===== config.mk =====
export PLATFORM = sky130hd
export DESIGN_NAME = prog_port_select
export DESIGN_NICKNAME = d
export VERILOG_FILES = /design/src/rtl/prog_port_pkg.sv /design/src/rtl/code_region.sv /design/src/rtl/pin_sync.sv /design/src/rtl/prog_port_select.sv
export VERILOG_INCLUDE_DIRS = /design/src /design/src/rtl
export SDC_FILE = /design/constraint.sdc
export NUM_CORES = 1
export LEC_CHECK = 0
export ABC_AREA = 1
export BUFFER_PORTS_ARGS = -buffer_cell sky130_fd_sc_hd__buf_2
export CELL_PAD_IN_SITES_DETAIL_PLACEMENT = 2
export CELL_PAD_IN_SITES_GLOBAL_PLACEMENT = 2
export CORE_ASPECT_RATIO = 0.75
export CORE_UTILIZATION = 31
export CTS_BUF_LIST = sky130_fd_sc_hd__clkbuf_16
export DETAILED_ROUTE_END_ITERATION = 8
export GPL_TIMING_DRIVEN = 1
export PLACE_DENSITY = 0.86
export SLEW_MARGIN = 30
export SYNTH_ARGS = -nofsm -noshare
export SYNTH_HDL_FRONTEND = slang
export SYNTH_SLANG_ARGS = --single-unit
export TNS_END_PERCENT = 1

===== constraint.sdc =====
create_clock -name clock -period 1.7 [get_ports clock]
set_input_delay 0.17 -clock clock [delete_from_list [all_inputs] [get_ports clock]]
set_output_delay 0.17 -clock clock [all_outputs]
set_load 0.005 [all_outputs]

===== src/rtl/prog_port_cfg.svh =====
// constants for the programming port selector and code region decoder
`ifndef PROG_PORT_CFG_SVH
`define PROG_PORT_CFG_SVH
// ==========================================================
// configuration defaults
`define DEDICATED_PORT_RESET 1'b1
// ==========================================================
// serial frame layout
`define FRAME_BITS 5'd20
`define CMD_BITS 5'd4
// ==========================================================
// code memory map
`define BOOT_LAST 16'h07ff
`define LAST_16K 16'h3fff
`define LAST_32K 16'h7fff
`define LAST_64K 16'hffff
`define SHIFT_16K 4'd12
`define SHIFT_32K 4'd13
`define SHIFT_64K 4'd14
// ==========================================================
// register bus
`define ADDR_CONFIG 4'h0
`define ADDR_STATUS 4'h1
`define ADDR_FRAME_LO 4'h2
`define ADDR_FRAME_HI 4'h3
`define ADDR_REGION 4'h4
`define CFG_DEDICATED_BIT 0
`define CFG_LOW_VOLT_BIT 1
`define CFG_RESET_FUNC_BIT 2
`endif


===== src/rtl/prog_port_pkg.sv =====
// types shared by the programming port selector
package prog_port_pkg;
  // which pin set owns the current session
  typedef enum logic [1:0] {
    owner_none = 2'b00,
    owner_standard = 2'b01,
    owner_dedicated = 2'b11
  } owner_t;
  // code memory size variant
  typedef enum logic [1:0] {
    size_16k = 2'b00,
    size_32k = 2'b01,
    size_64k = 2'b10
  } variant_t;
endpackage


===== src/rtl/code_region.sv =====
// code memory region decoder for protection boundaries
`timescale 1ns/1ns
`include "prog_port_cfg.svh"
module code_region (
  input wire prog_port_pkg::variant_t variant,
  input wire logic [15:0] addr,
  output logic in_boot,
  output logic in_range,
  output logic [1:0] block_num
);
  // ==========================================================
  // decode helpers
  // last implemented address for a variant
  function automatic logic [15:0] last_addr(input prog_port_pkg::variant_t v);
    case (v)
      prog_port_pkg::size_16k: last_addr = `LAST_16K;
      prog_port_pkg::size_32k: last_addr = `LAST_32K;
      default: last_addr = `LAST_64K;
    endcase
  endfunction
  // block index from block size
  function automatic logic [1:0] block_of(input prog_port_pkg::variant_t v,
                                          input logic [15:0] a);
    case (v)
      prog_port_pkg::size_16k: block_of = a[13:12]; // 4k blocks
      prog_port_pkg::size_32k: block_of = a[14:13]; // 8k blocks
      default: block_of = a[15:14]; // 16k blocks
    endcase
  endfunction
  // ==========================================================
  // region outputs
  assign in_range = (addr <= last_addr(variant)); // above top: out of range, block_num still decoded
  assign in_boot = in_range && (addr <= `BOOT_LAST); // boot apart from block 0
  assign block_num = block_of(variant, addr);
endmodule // code_region


===== src/rtl/pin_sync.sv =====
// two flip-flop synchroniser for a bundle of pin levels
`timescale 1ns/1ns
module pin_sync #(
  parameter int WIDTH = 1
) (
  input wire logic clock,
  input wire logic rst,
  input wire logic [WIDTH-1:0] pin_in,
  output logic [WIDTH-1:0] pin_out
);
  // ==========================================================
  // synchroniser stages
  logic [WIDTH-1:0] meta_ff; // first stage, read only by second
  logic [WIDTH-1:0] sync_ff; // second stage, safe to use
  // both stages clear on reset
  always_ff @(posedge clock) begin
    if (rst) begin
      meta_ff <= '0;
      sync_ff <= '0;
    end else begin
      meta_ff <= pin_in;
      sync_ff <= meta_ff;
    end
  end
  assign pin_out = sync_ff;
endmodule // pin_sync


===== src/rtl/prog_port_select.sv =====
// programming pin set arbiter, serial frame receiver and register port
//
// Summary of operation
// - dedicated disabled: dedicated pins unused, floating
// - dedicated enable resets to set
// - dedicated set behaves like standard set
// - standard set works unless firmware repurposes
// - first enable pin to enter wins
// - dedicated first: ignore standard enable
// - standard first: ignore dedicated enable
// - same priority for low-voltage entry
// - dedicated bit written only via standard session
// - high-voltage entry always allowed
// - low-voltage entry forces reset pin function
// - 16k variant: 4k blocks to 3fff
// - boot region 0 to 7ff separate
// - 32k variant: four 8k blocks
// - 64k variant: four 16k blocks
// - sample data on clock fall, lsb first
// - frame is 4-bit command, 16-bit operand
//
// Implementation choices: the register offsets and strobed register access.
`timescale 1ns/1ns
`include "prog_port_cfg.svh"
module prog_port_select (
  input wire logic clock,
  input wire logic rst,
  // standard pin set
  input wire logic std_hv_detect, // high programming voltage seen on enable pin
  input wire logic std_lv_entry, // low-voltage key accepted on standard set
  input wire logic program_clock_pin,
  input wire logic program_data_pin,
  output logic program_data_out,
  output logic program_data_oe,
  input wire logic std_pins_repurposed, // firmware gave pins another function
  // dedicated pin set
  input wire logic alt_hv_detect,
  input wire logic alt_lv_entry,
  input wire logic alt_program_clock_pin,
  input wire logic alt_program_data_pin,
  output logic alt_program_data_out,
  output logic alt_program_data_oe,
  // reset pin
  input wire logic external_reset_pin_n,
  output logic reset_request,
  output logic shared_general_input,
  // output byte to shift back during output phase
  input wire logic [7:0] reply_byte,
  // variant of code memory
  input wire prog_port_pkg::variant_t variant,
  // frame out
  output logic frame_valid,
  output logic [3:0] frame_cmd,
  output logic [15:0] frame_operand,
  output logic [1:0] session_owner,
  // register port
  input wire logic [3:0] reg_addr,
  input wire logic [15:0] reg_wdata,
  input wire logic reg_write,
  input wire logic reg_read,
  output logic [15:0] reg_rdata
);
  // ==========================================================
  // pin synchronisers
  // every programmer pin is asynchronous to clock, so all nine pass the
  // same two stages; one bundle keeps link clock and data aligned,
  // which the falling-edge sampler below depends on
  logic [8:0] pins_raw;
  logic [8:0] pins_s;
  assign pins_raw = {std_hv_detect, std_lv_entry, program_clock_pin, program_data_pin,
                     alt_hv_detect, alt_lv_entry, alt_program_clock_pin,
                     alt_program_data_pin, external_reset_pin_n};
  pin_sync #(.WIDTH(9)) u_sync (
    .clock(clock),
    .rst(rst),
    .pin_in(pins_raw),
    .pin_out(pins_s)
  );
  wire std_hv = pins_s[8];
  wire std_lv = pins_s[7];
  wire std_clk = pins_s[6];
  wire std_dat = pins_s[5];
  wire alt_hv = pins_s[4];
  wire alt_lv = pins_s[3];
  wire alt_clk = pins_s[2];
  wire alt_dat = pins_s[1];
  wire rst_pin_n = pins_s[0];
  // ==========================================================
  // configuration bits
  logic dedicated_port_enable_ff; // dedicated set allowed
  logic low_voltage_entry_enable_ff; // low-voltage key entry allowed
  logic reset_pin_function_enable_ff; // reset pin acts as reset
  prog_port_pkg::owner_t owner_ff;
  prog_port_pkg::owner_t nxt_owner;
  // entry requests per set; high voltage needs no low-voltage enable bit
  wire std_enter = std_hv | (low_voltage_entry_enable_ff & std_lv);
  wire alt_avail = dedicated_port_enable_ff; // off: dedicated pins ignored
  wire alt_enter = alt_avail & (alt_hv | (low_voltage_entry_enable_ff & alt_lv));
  wire std_avail = ~std_pins_repurposed;
  wire std_req = std_enter & std_avail;
  // ==========================================================
  // arbitration: first arrival wins, held for session
  // both requests see equal synchroniser delays, so arrival order is
  // kept to within one clock; a true tie goes to the standard set,
  // since that set can be used for programming unless firmware repurposes it
  always_comb begin
    nxt_owner = owner_ff;
    case (owner_ff)
      prog_port_pkg::owner_none: begin
        if (std_req) begin // standard first, or tie, wins
          nxt_owner = prog_port_pkg::owner_standard;
        end else if (alt_enter) begin // dedicated first
          nxt_owner = prog_port_pkg::owner_dedicated;
        end
      end
      prog_port_pkg::owner_standard: begin
        if (!std_enter) begin // exit re-arms arbitration
          nxt_owner = prog_port_pkg::owner_none;
        end
      end
      prog_port_pkg::owner_dedicated: begin
        if (!alt_enter) begin // other enable ignored meanwhile
          nxt_owner = prog_port_pkg::owner_none;
        end
      end
      default: nxt_owner = prog_port_pkg::owner_none;
    endcase
  end
  // owner register
  always_ff @(posedge clock) begin
    if (rst) begin
      owner_ff <= prog_port_pkg::owner_none;
    end else begin
      owner_ff <= nxt_owner;
    end
  end
  wire in_session = (owner_ff != prog_port_pkg::owner_none);
  wire use_alt = (owner_ff == prog_port_pkg::owner_dedicated);
  assign session_owner = owner_ff;
  // ==========================================================
  // selected link; same receiver for either set
  // one receiver serves both sets, so the dedicated set cannot drift
  // from the standard set in timing or bit order
  // edge finding needs a link half-period of at least three clocks
  wire sel_clk = use_alt ? alt_clk : std_clk;
  wire sel_dat = use_alt ? alt_dat : std_dat;
  logic clk_d_ff; // previous clock level for edge finding
  always_ff @(posedge clock) begin
    if (rst) begin
      clk_d_ff <= 1'b0;
    end else begin
      clk_d_ff <= sel_clk;
    end
  end
  wire fall = in_session & clk_d_ff & ~sel_clk; // sample point
  wire rise = in_session & ~clk_d_ff & sel_clk;
  // ==========================================================
  // frame shifter
  // a frame left half-way when the session ends is thrown away: the
  // counter clears with the owner, so the next entry starts at bit 0
  logic [19:0] shift_ff;
  logic [4:0] count_ff;
  logic [7:0] reply_ff;
  logic frame_valid_ff;
  logic [3:0] cmd_ff;
  logic [15:0] operand_ff;
  logic out_en_ff; // drive data pin during output half
  logic out_bit_ff;
  wire last_bit = (count_ff == `FRAME_BITS - 5'd1);
  wire out_phase = (count_ff >= `CMD_BITS + 5'd8) && (cmd_ff[1] == 1'b1);
  // lsb-first shift, 20 bits per frame
  always_ff @(posedge clock) begin
    if (rst || !in_session) begin
      shift_ff <= 20'h00000;
      count_ff <= 5'd0;
      frame_valid_ff <= 1'b0;
      cmd_ff <= 4'h0;
      operand_ff <= 16'h0000;
    end else begin
      frame_valid_ff <= 1'b0;
      if (fall) begin
        shift_ff <= {sel_dat, shift_ff[19:1]};
        if (count_ff == `CMD_BITS - 5'd1) begin
          cmd_ff <= {sel_dat, shift_ff[19:17]}; // command known early
        end
        if (last_bit) begin
          count_ff <= 5'd0;
          frame_valid_ff <= 1'b1;
          operand_ff <= {sel_dat, shift_ff[19:5]};
        end else begin
          count_ff <= count_ff + 5'd1;
        end
      end
    end
  end
  // output half: drive reply bits after rising edge, lsb first
  // the reply byte is taken at the twelfth fall, the last input bit, so
  // the core has the whole input half to prepare it
  // the driver lets go at the last fall of the frame; otherwise the pin
  // would stay driven while the link clock idles low between frames
  always_ff @(posedge clock) begin
    if (rst || !in_session) begin
      // no session: pin released and the reply forgotten
      reply_ff <= 8'h00;
      out_en_ff <= 1'b0;
      out_bit_ff <= 1'b0;
    end else if (fall && count_ff == `CMD_BITS + 5'd7) begin
      // capture before the first output bit is due
      reply_ff <= reply_byte;
    end else if (fall && last_bit) begin
      // frame over: stop driving
      out_en_ff <= 1'b0;
    end else if (rise) begin
      // enable follows the phase at every rise
      out_en_ff <= out_phase;
      out_bit_ff <= reply_ff[0];
      if (out_phase) begin
        reply_ff <= {1'b0, reply_ff[7:1]};
      end
    end
  end
  assign frame_valid = frame_valid_ff;
  assign frame_cmd = cmd_ff;
  assign frame_operand = operand_ff;
  // only the owning set drives; dedicated pins float otherwise
  assign program_data_out = out_bit_ff;
  // qualified by the session too: the enable register clears one clock
  // after the owner does, and the pin must not be driven in that gap
  assign program_data_oe = out_en_ff & in_session & ~use_alt;
  assign alt_program_data_out = out_bit_ff;
  assign alt_program_data_oe = out_en_ff & use_alt;
  // ==========================================================
  // reset pin function
  // the reset request is masked during a session, because the same pin
  // doubles as the standard programming enable
  wire lv_session = low_voltage_entry_enable_ff; // low-voltage entry forces reset
  wire reset_func = reset_pin_function_enable_ff | lv_session;
  assign reset_request = reset_func & ~rst_pin_n & ~in_session;
  assign shared_general_input = reset_func ? 1'b0 : rst_pin_n;
  // ==========================================================
  // code region for register readback
  logic [15:0] region_addr_ff;
  logic r_boot;
  logic r_range;
  logic [1:0] r_block;
  code_region u_region (
    .variant(variant),
    .addr(region_addr_ff),
    .in_boot(r_boot),
    .in_range(r_range),
    .block_num(r_block)
  );
  // ==========================================================
  // configuration register writes
  // low-voltage and reset-function bits are writable at any time; only
  // the dedicated enable is guarded, since clearing it from the
  // dedicated set would cut the link in use
  wire cfg_wr = reg_write && (reg_addr == `ADDR_CONFIG);
  wire std_owner = (owner_ff == prog_port_pkg::owner_standard);
  always_ff @(posedge clock) begin
    if (rst) begin
      dedicated_port_enable_ff <= `DEDICATED_PORT_RESET; // set after reset
      low_voltage_entry_enable_ff <= 1'b1;
      reset_pin_function_enable_ff <= 1'b1;
      region_addr_ff <= 16'h0000;
    end else begin
      if (cfg_wr) begin
        if (std_owner) begin // only via standard session
          dedicated_port_enable_ff <= reg_wdata[`CFG_DEDICATED_BIT];
        end
        low_voltage_entry_enable_ff <= reg_wdata[`CFG_LOW_VOLT_BIT];
        reset_pin_function_enable_ff <= reg_wdata[`CFG_RESET_FUNC_BIT];
      end
      if (reg_write && reg_addr == `ADDR_REGION) begin
        region_addr_ff <= reg_wdata;
      end
    end
  end
  // ==========================================================
  // read mux, data one cycle after strobe
  // rdata falls back to zero when no read is pending, so a stale word
  // is never mistaken for a fresh answer
  logic [15:0] rd_mux;
  assign rd_mux = (reg_addr == `ADDR_CONFIG) ? {13'h0000, reset_pin_function_enable_ff,
                    low_voltage_entry_enable_ff, dedicated_port_enable_ff} :
                  (reg_addr == `ADDR_STATUS) ? {14'h0000, owner_ff} :
                  (reg_addr == `ADDR_FRAME_LO) ? operand_ff :
                  (reg_addr == `ADDR_FRAME_HI) ? {12'h000, cmd_ff} :
                  (reg_addr == `ADDR_REGION) ? {12'h000, r_range, r_boot, r_block} :
                  16'h0000;
  logic [15:0] rdata_ff;
  always_ff @(posedge clock) begin
    if (rst) begin
      rdata_ff <= 16'h0000;
    end else if (reg_read) begin
      rdata_ff <= rd_mux;
    end else begin
      rdata_ff <= 16'h0000;
    end
  end
  assign reg_rdata = rdata_ff;
endmodule // prog_port_select

==> flow_metrics.tcl <==
set metrics [dict create \
    status "finished, final reports clean" \
    grt_use_total_pct 19.2 \
    synth_area_leaders "dfxtp_1 51%, nand2_1 7.5%, inv_1 6.9%" \
    synth_xor_area_share_pct 0.207 \
    drive_gt1_share_pct 23.6 \
    synthToLayoutAreaGrowth_pct 22.3 \
    path_cells "ha_1 > nand4_1 > nor2_8 > nand2_4 > o22ai_1" \
    max_cap_violations 0 \
    synth_top_area_cell "dfxtp_1" \
    final_cell_mix "104 x dfxtp_1, 88 x buf_2, 85 x nand2_1" \
    synthesis.nets 573 \
    syn_avg_cell_area_um2 8.05 \
    max_freq_mhz 620 \
    drt_first_pass_iters 4 \
    hold_class "in -> reg" \
    synthMuxAreaShare_pct 0.237 \
    die_area_um2 14100 \
    cts-hold-fix-buffers 0 \
    synthSimpleGateAreaFrac_pct 22.4 \
    fillers 1511 \
    max_slew_margin_pct 66.6 \
    ios 89 \
    diodes 0 \
    ys_types 43 \
    rows 36 \
    synth_top_family_by_area "simple AND/OR/NAND/NOR gates" \
    ys_seq_area_share_pct 50.7 \
    die_w_um 137 \
    synth_edf_count 0 \
    wirelength_um 12900 \
    power_density_nw_per_um2 1000 \
    dp_hpwl_um 9220 \
    vias 3745 \
    clock_latency_ns 0.35 \
    grt_max_degree 29 \
    worst_pin_slew_ns 0.500 \
    clk_pin_slew_ns 0.07 \
    drt_iter0_drc 127 \
    initial_core_util_pct 32.1 \
    cp_slowest_cell "dfxtp_1" \
    synthArstFlopShare_pct 0 \
    ys_ff_latch 107 \
    via_per_inst 4.72 \
    path_buf_inv 0 \
    hold_violations 0 \
    antenna_found_initial 0 \
    slew_viol_final 0 \
    gp_congestion 0.776 \
    placed_cells 774 \
    power_leakage_nw 2.27 \
    cp-end-kind "register" \
    yosysWarnings 0 \
    h-tree-depth 3 \
    fin_area_um2 5170 \
    grt_pass1_wl_um 20600 \
    setup_viol 0 \
    required_ns 1.97 \
    tritoncts "built" \
    cts_buffers 9 \
    drc 0 \
    antenna_left 0 \
    grt_overflow 0 \
    cts_sinks 107 \
    cp_top_family "simple AND/OR/NAND/NOR gates" \
    criticalPathCategory "reg -> reg" \
    grt_pass1_vias 4081 \
    fin_hold_ws_ns 0.0157 \
    synth_fa_ha_area_share_pct 1.18 \
    place_area_um2 4850 \
    post-route-min-period_ns 1.61 \
    worstPathMaxFanout 17 \
    die_h_um 103 \
    critical_path.max_stage_delay_ns 0.39 \
    layout_commonest_cell "dfxtp_1" \
    grt_setup_unrepaired "yes" \
    avgRoutedWirePerCell_um 16.3 \
    nNetsFinal 665 \
    mappedNetlistArea_um2 4230 \
    clk_path_buf_depth 2 \
    crit_arrival_ns 1.89 \
    synth_compound_area_share_pct 15.4 \
    min_period_over_period_pct 94.9 \
    start_kind "register" \
    cts_root_buf "clkbuf_16" \
    fp.coreArea_um2 13200 \
    synth_top_cell_area_share_pct 50.7 \
    synth-main-ff-cell "dfxtp_1" \
    layout.cells.non_filler 793 \
    ir_drop_v 0.000552 \
    io_buffers 88 \
    finalPower_mw 5.17 \
    syn_inst 525 \
    place_ws_ns 0.0523 \
    finClkSkew_ns 0.00842 \
    fin_ws_ns 0.0874 \
]
-- power by group --
part	leakage, nW	switching (mW)	internal, mW	total [mW]
Combinational	1.27	0.430	0.213	0.643
Sequential	0.868	0.0524	2.56	2.61
Clock	0.135	0.939	0.977	1.92
Total	2.27	1.42	3.75	5.17
-- logic make-up (layout without fill, tap and decap cells) --
family / Yosys count / after routing
mux: 1 / 1
buf+inv: 100 / 197
fa+ha+maj: 4 / 4
compound gates: 107 / 107
xor+xnor: 1 / 1
simple gates: 205 / 205
flops: 107 / 107
-- tightest hold or removal path: cells and delay by family --
family                 cells  cell delay [ns]
buffers and inverters      2             0.10
AND/OR/NAND/NOR            1             0.06
-- synth_stat cells (3+ instances only) --
cell type,n
ha_1,4
nand2_2,3
inv_1,78
o22ai_2,9
clkbuf_1,8
nand2_1,85
buf_2,4
o22ai_1,3
o21ai_1,4
nand3_1,25
dfxtp_1,107
nor2_1,70
nor3_1,5
o21ai_0,38
nand4_1,3
a21oi_1,41
-- what timing repair did --
action                     4_1_cts  5_1_grt
setup buffers                    0        3
gates resized for setup          0       10
setup endpoints to repair        0       32
-- routing by layer --
metal	share of wire, %	routed length, um	global-route usage, %
met3	2.8	364	3.49
met2	50	6470	34.6
met4	1.6	206	6.26
met5	0	0	0
met1	45	5870	23.3
-- final cells by class --
type                    count  area [um2]  share of cell area, %
clock buffers               9         225                   4.36
clock inverters             7        37.5                  0.726
inverters                  82         330                   6.39
multi-input cells         318        1680                   32.5
flip-flops and latches    107        2150                   41.5
well taps                 171         214                   4.14
repair buffers             99         536                   10.4
-- metrics by stage --
step / setup TNS [ns] / util, %
floorplan: 0 / -
global placement: 0 / 36.9
detailed placement: 0 / 36.9
CTS: 0 / 38.9
global route: -0.238 / 39.3
finish: 0 / 39.3
-- flip-flops by register name (all words and copies together), names as in the netlist, 2 cells and up --
register	cells
frame_operand	16
reg_rdata	16
region_addr_ff	16
shift_ff	15
u_sync.meta_ff	9
u_sync.pin_out	9
reply_ff	8
count_ff	5
frame_cmd	4
session_owner	2
-- worst paths after layout --
kind / startpoint / end / slack [ns] / cells after the start
worst max-delay path: count_ff[0] / frame_operand[5] / 0.09 / 5
worst min-delay path: std_lv_entry / u_sync.meta_ff[7] / 0.02 / 3
worst max register to register: count_ff[0] / frame_operand[5] / 0.09 / 5
worst min register to register: u_sync.meta_ff[6] / u_sync.pin_out[6] / 0.41 / 2
(Power assumes the default switching activity.)
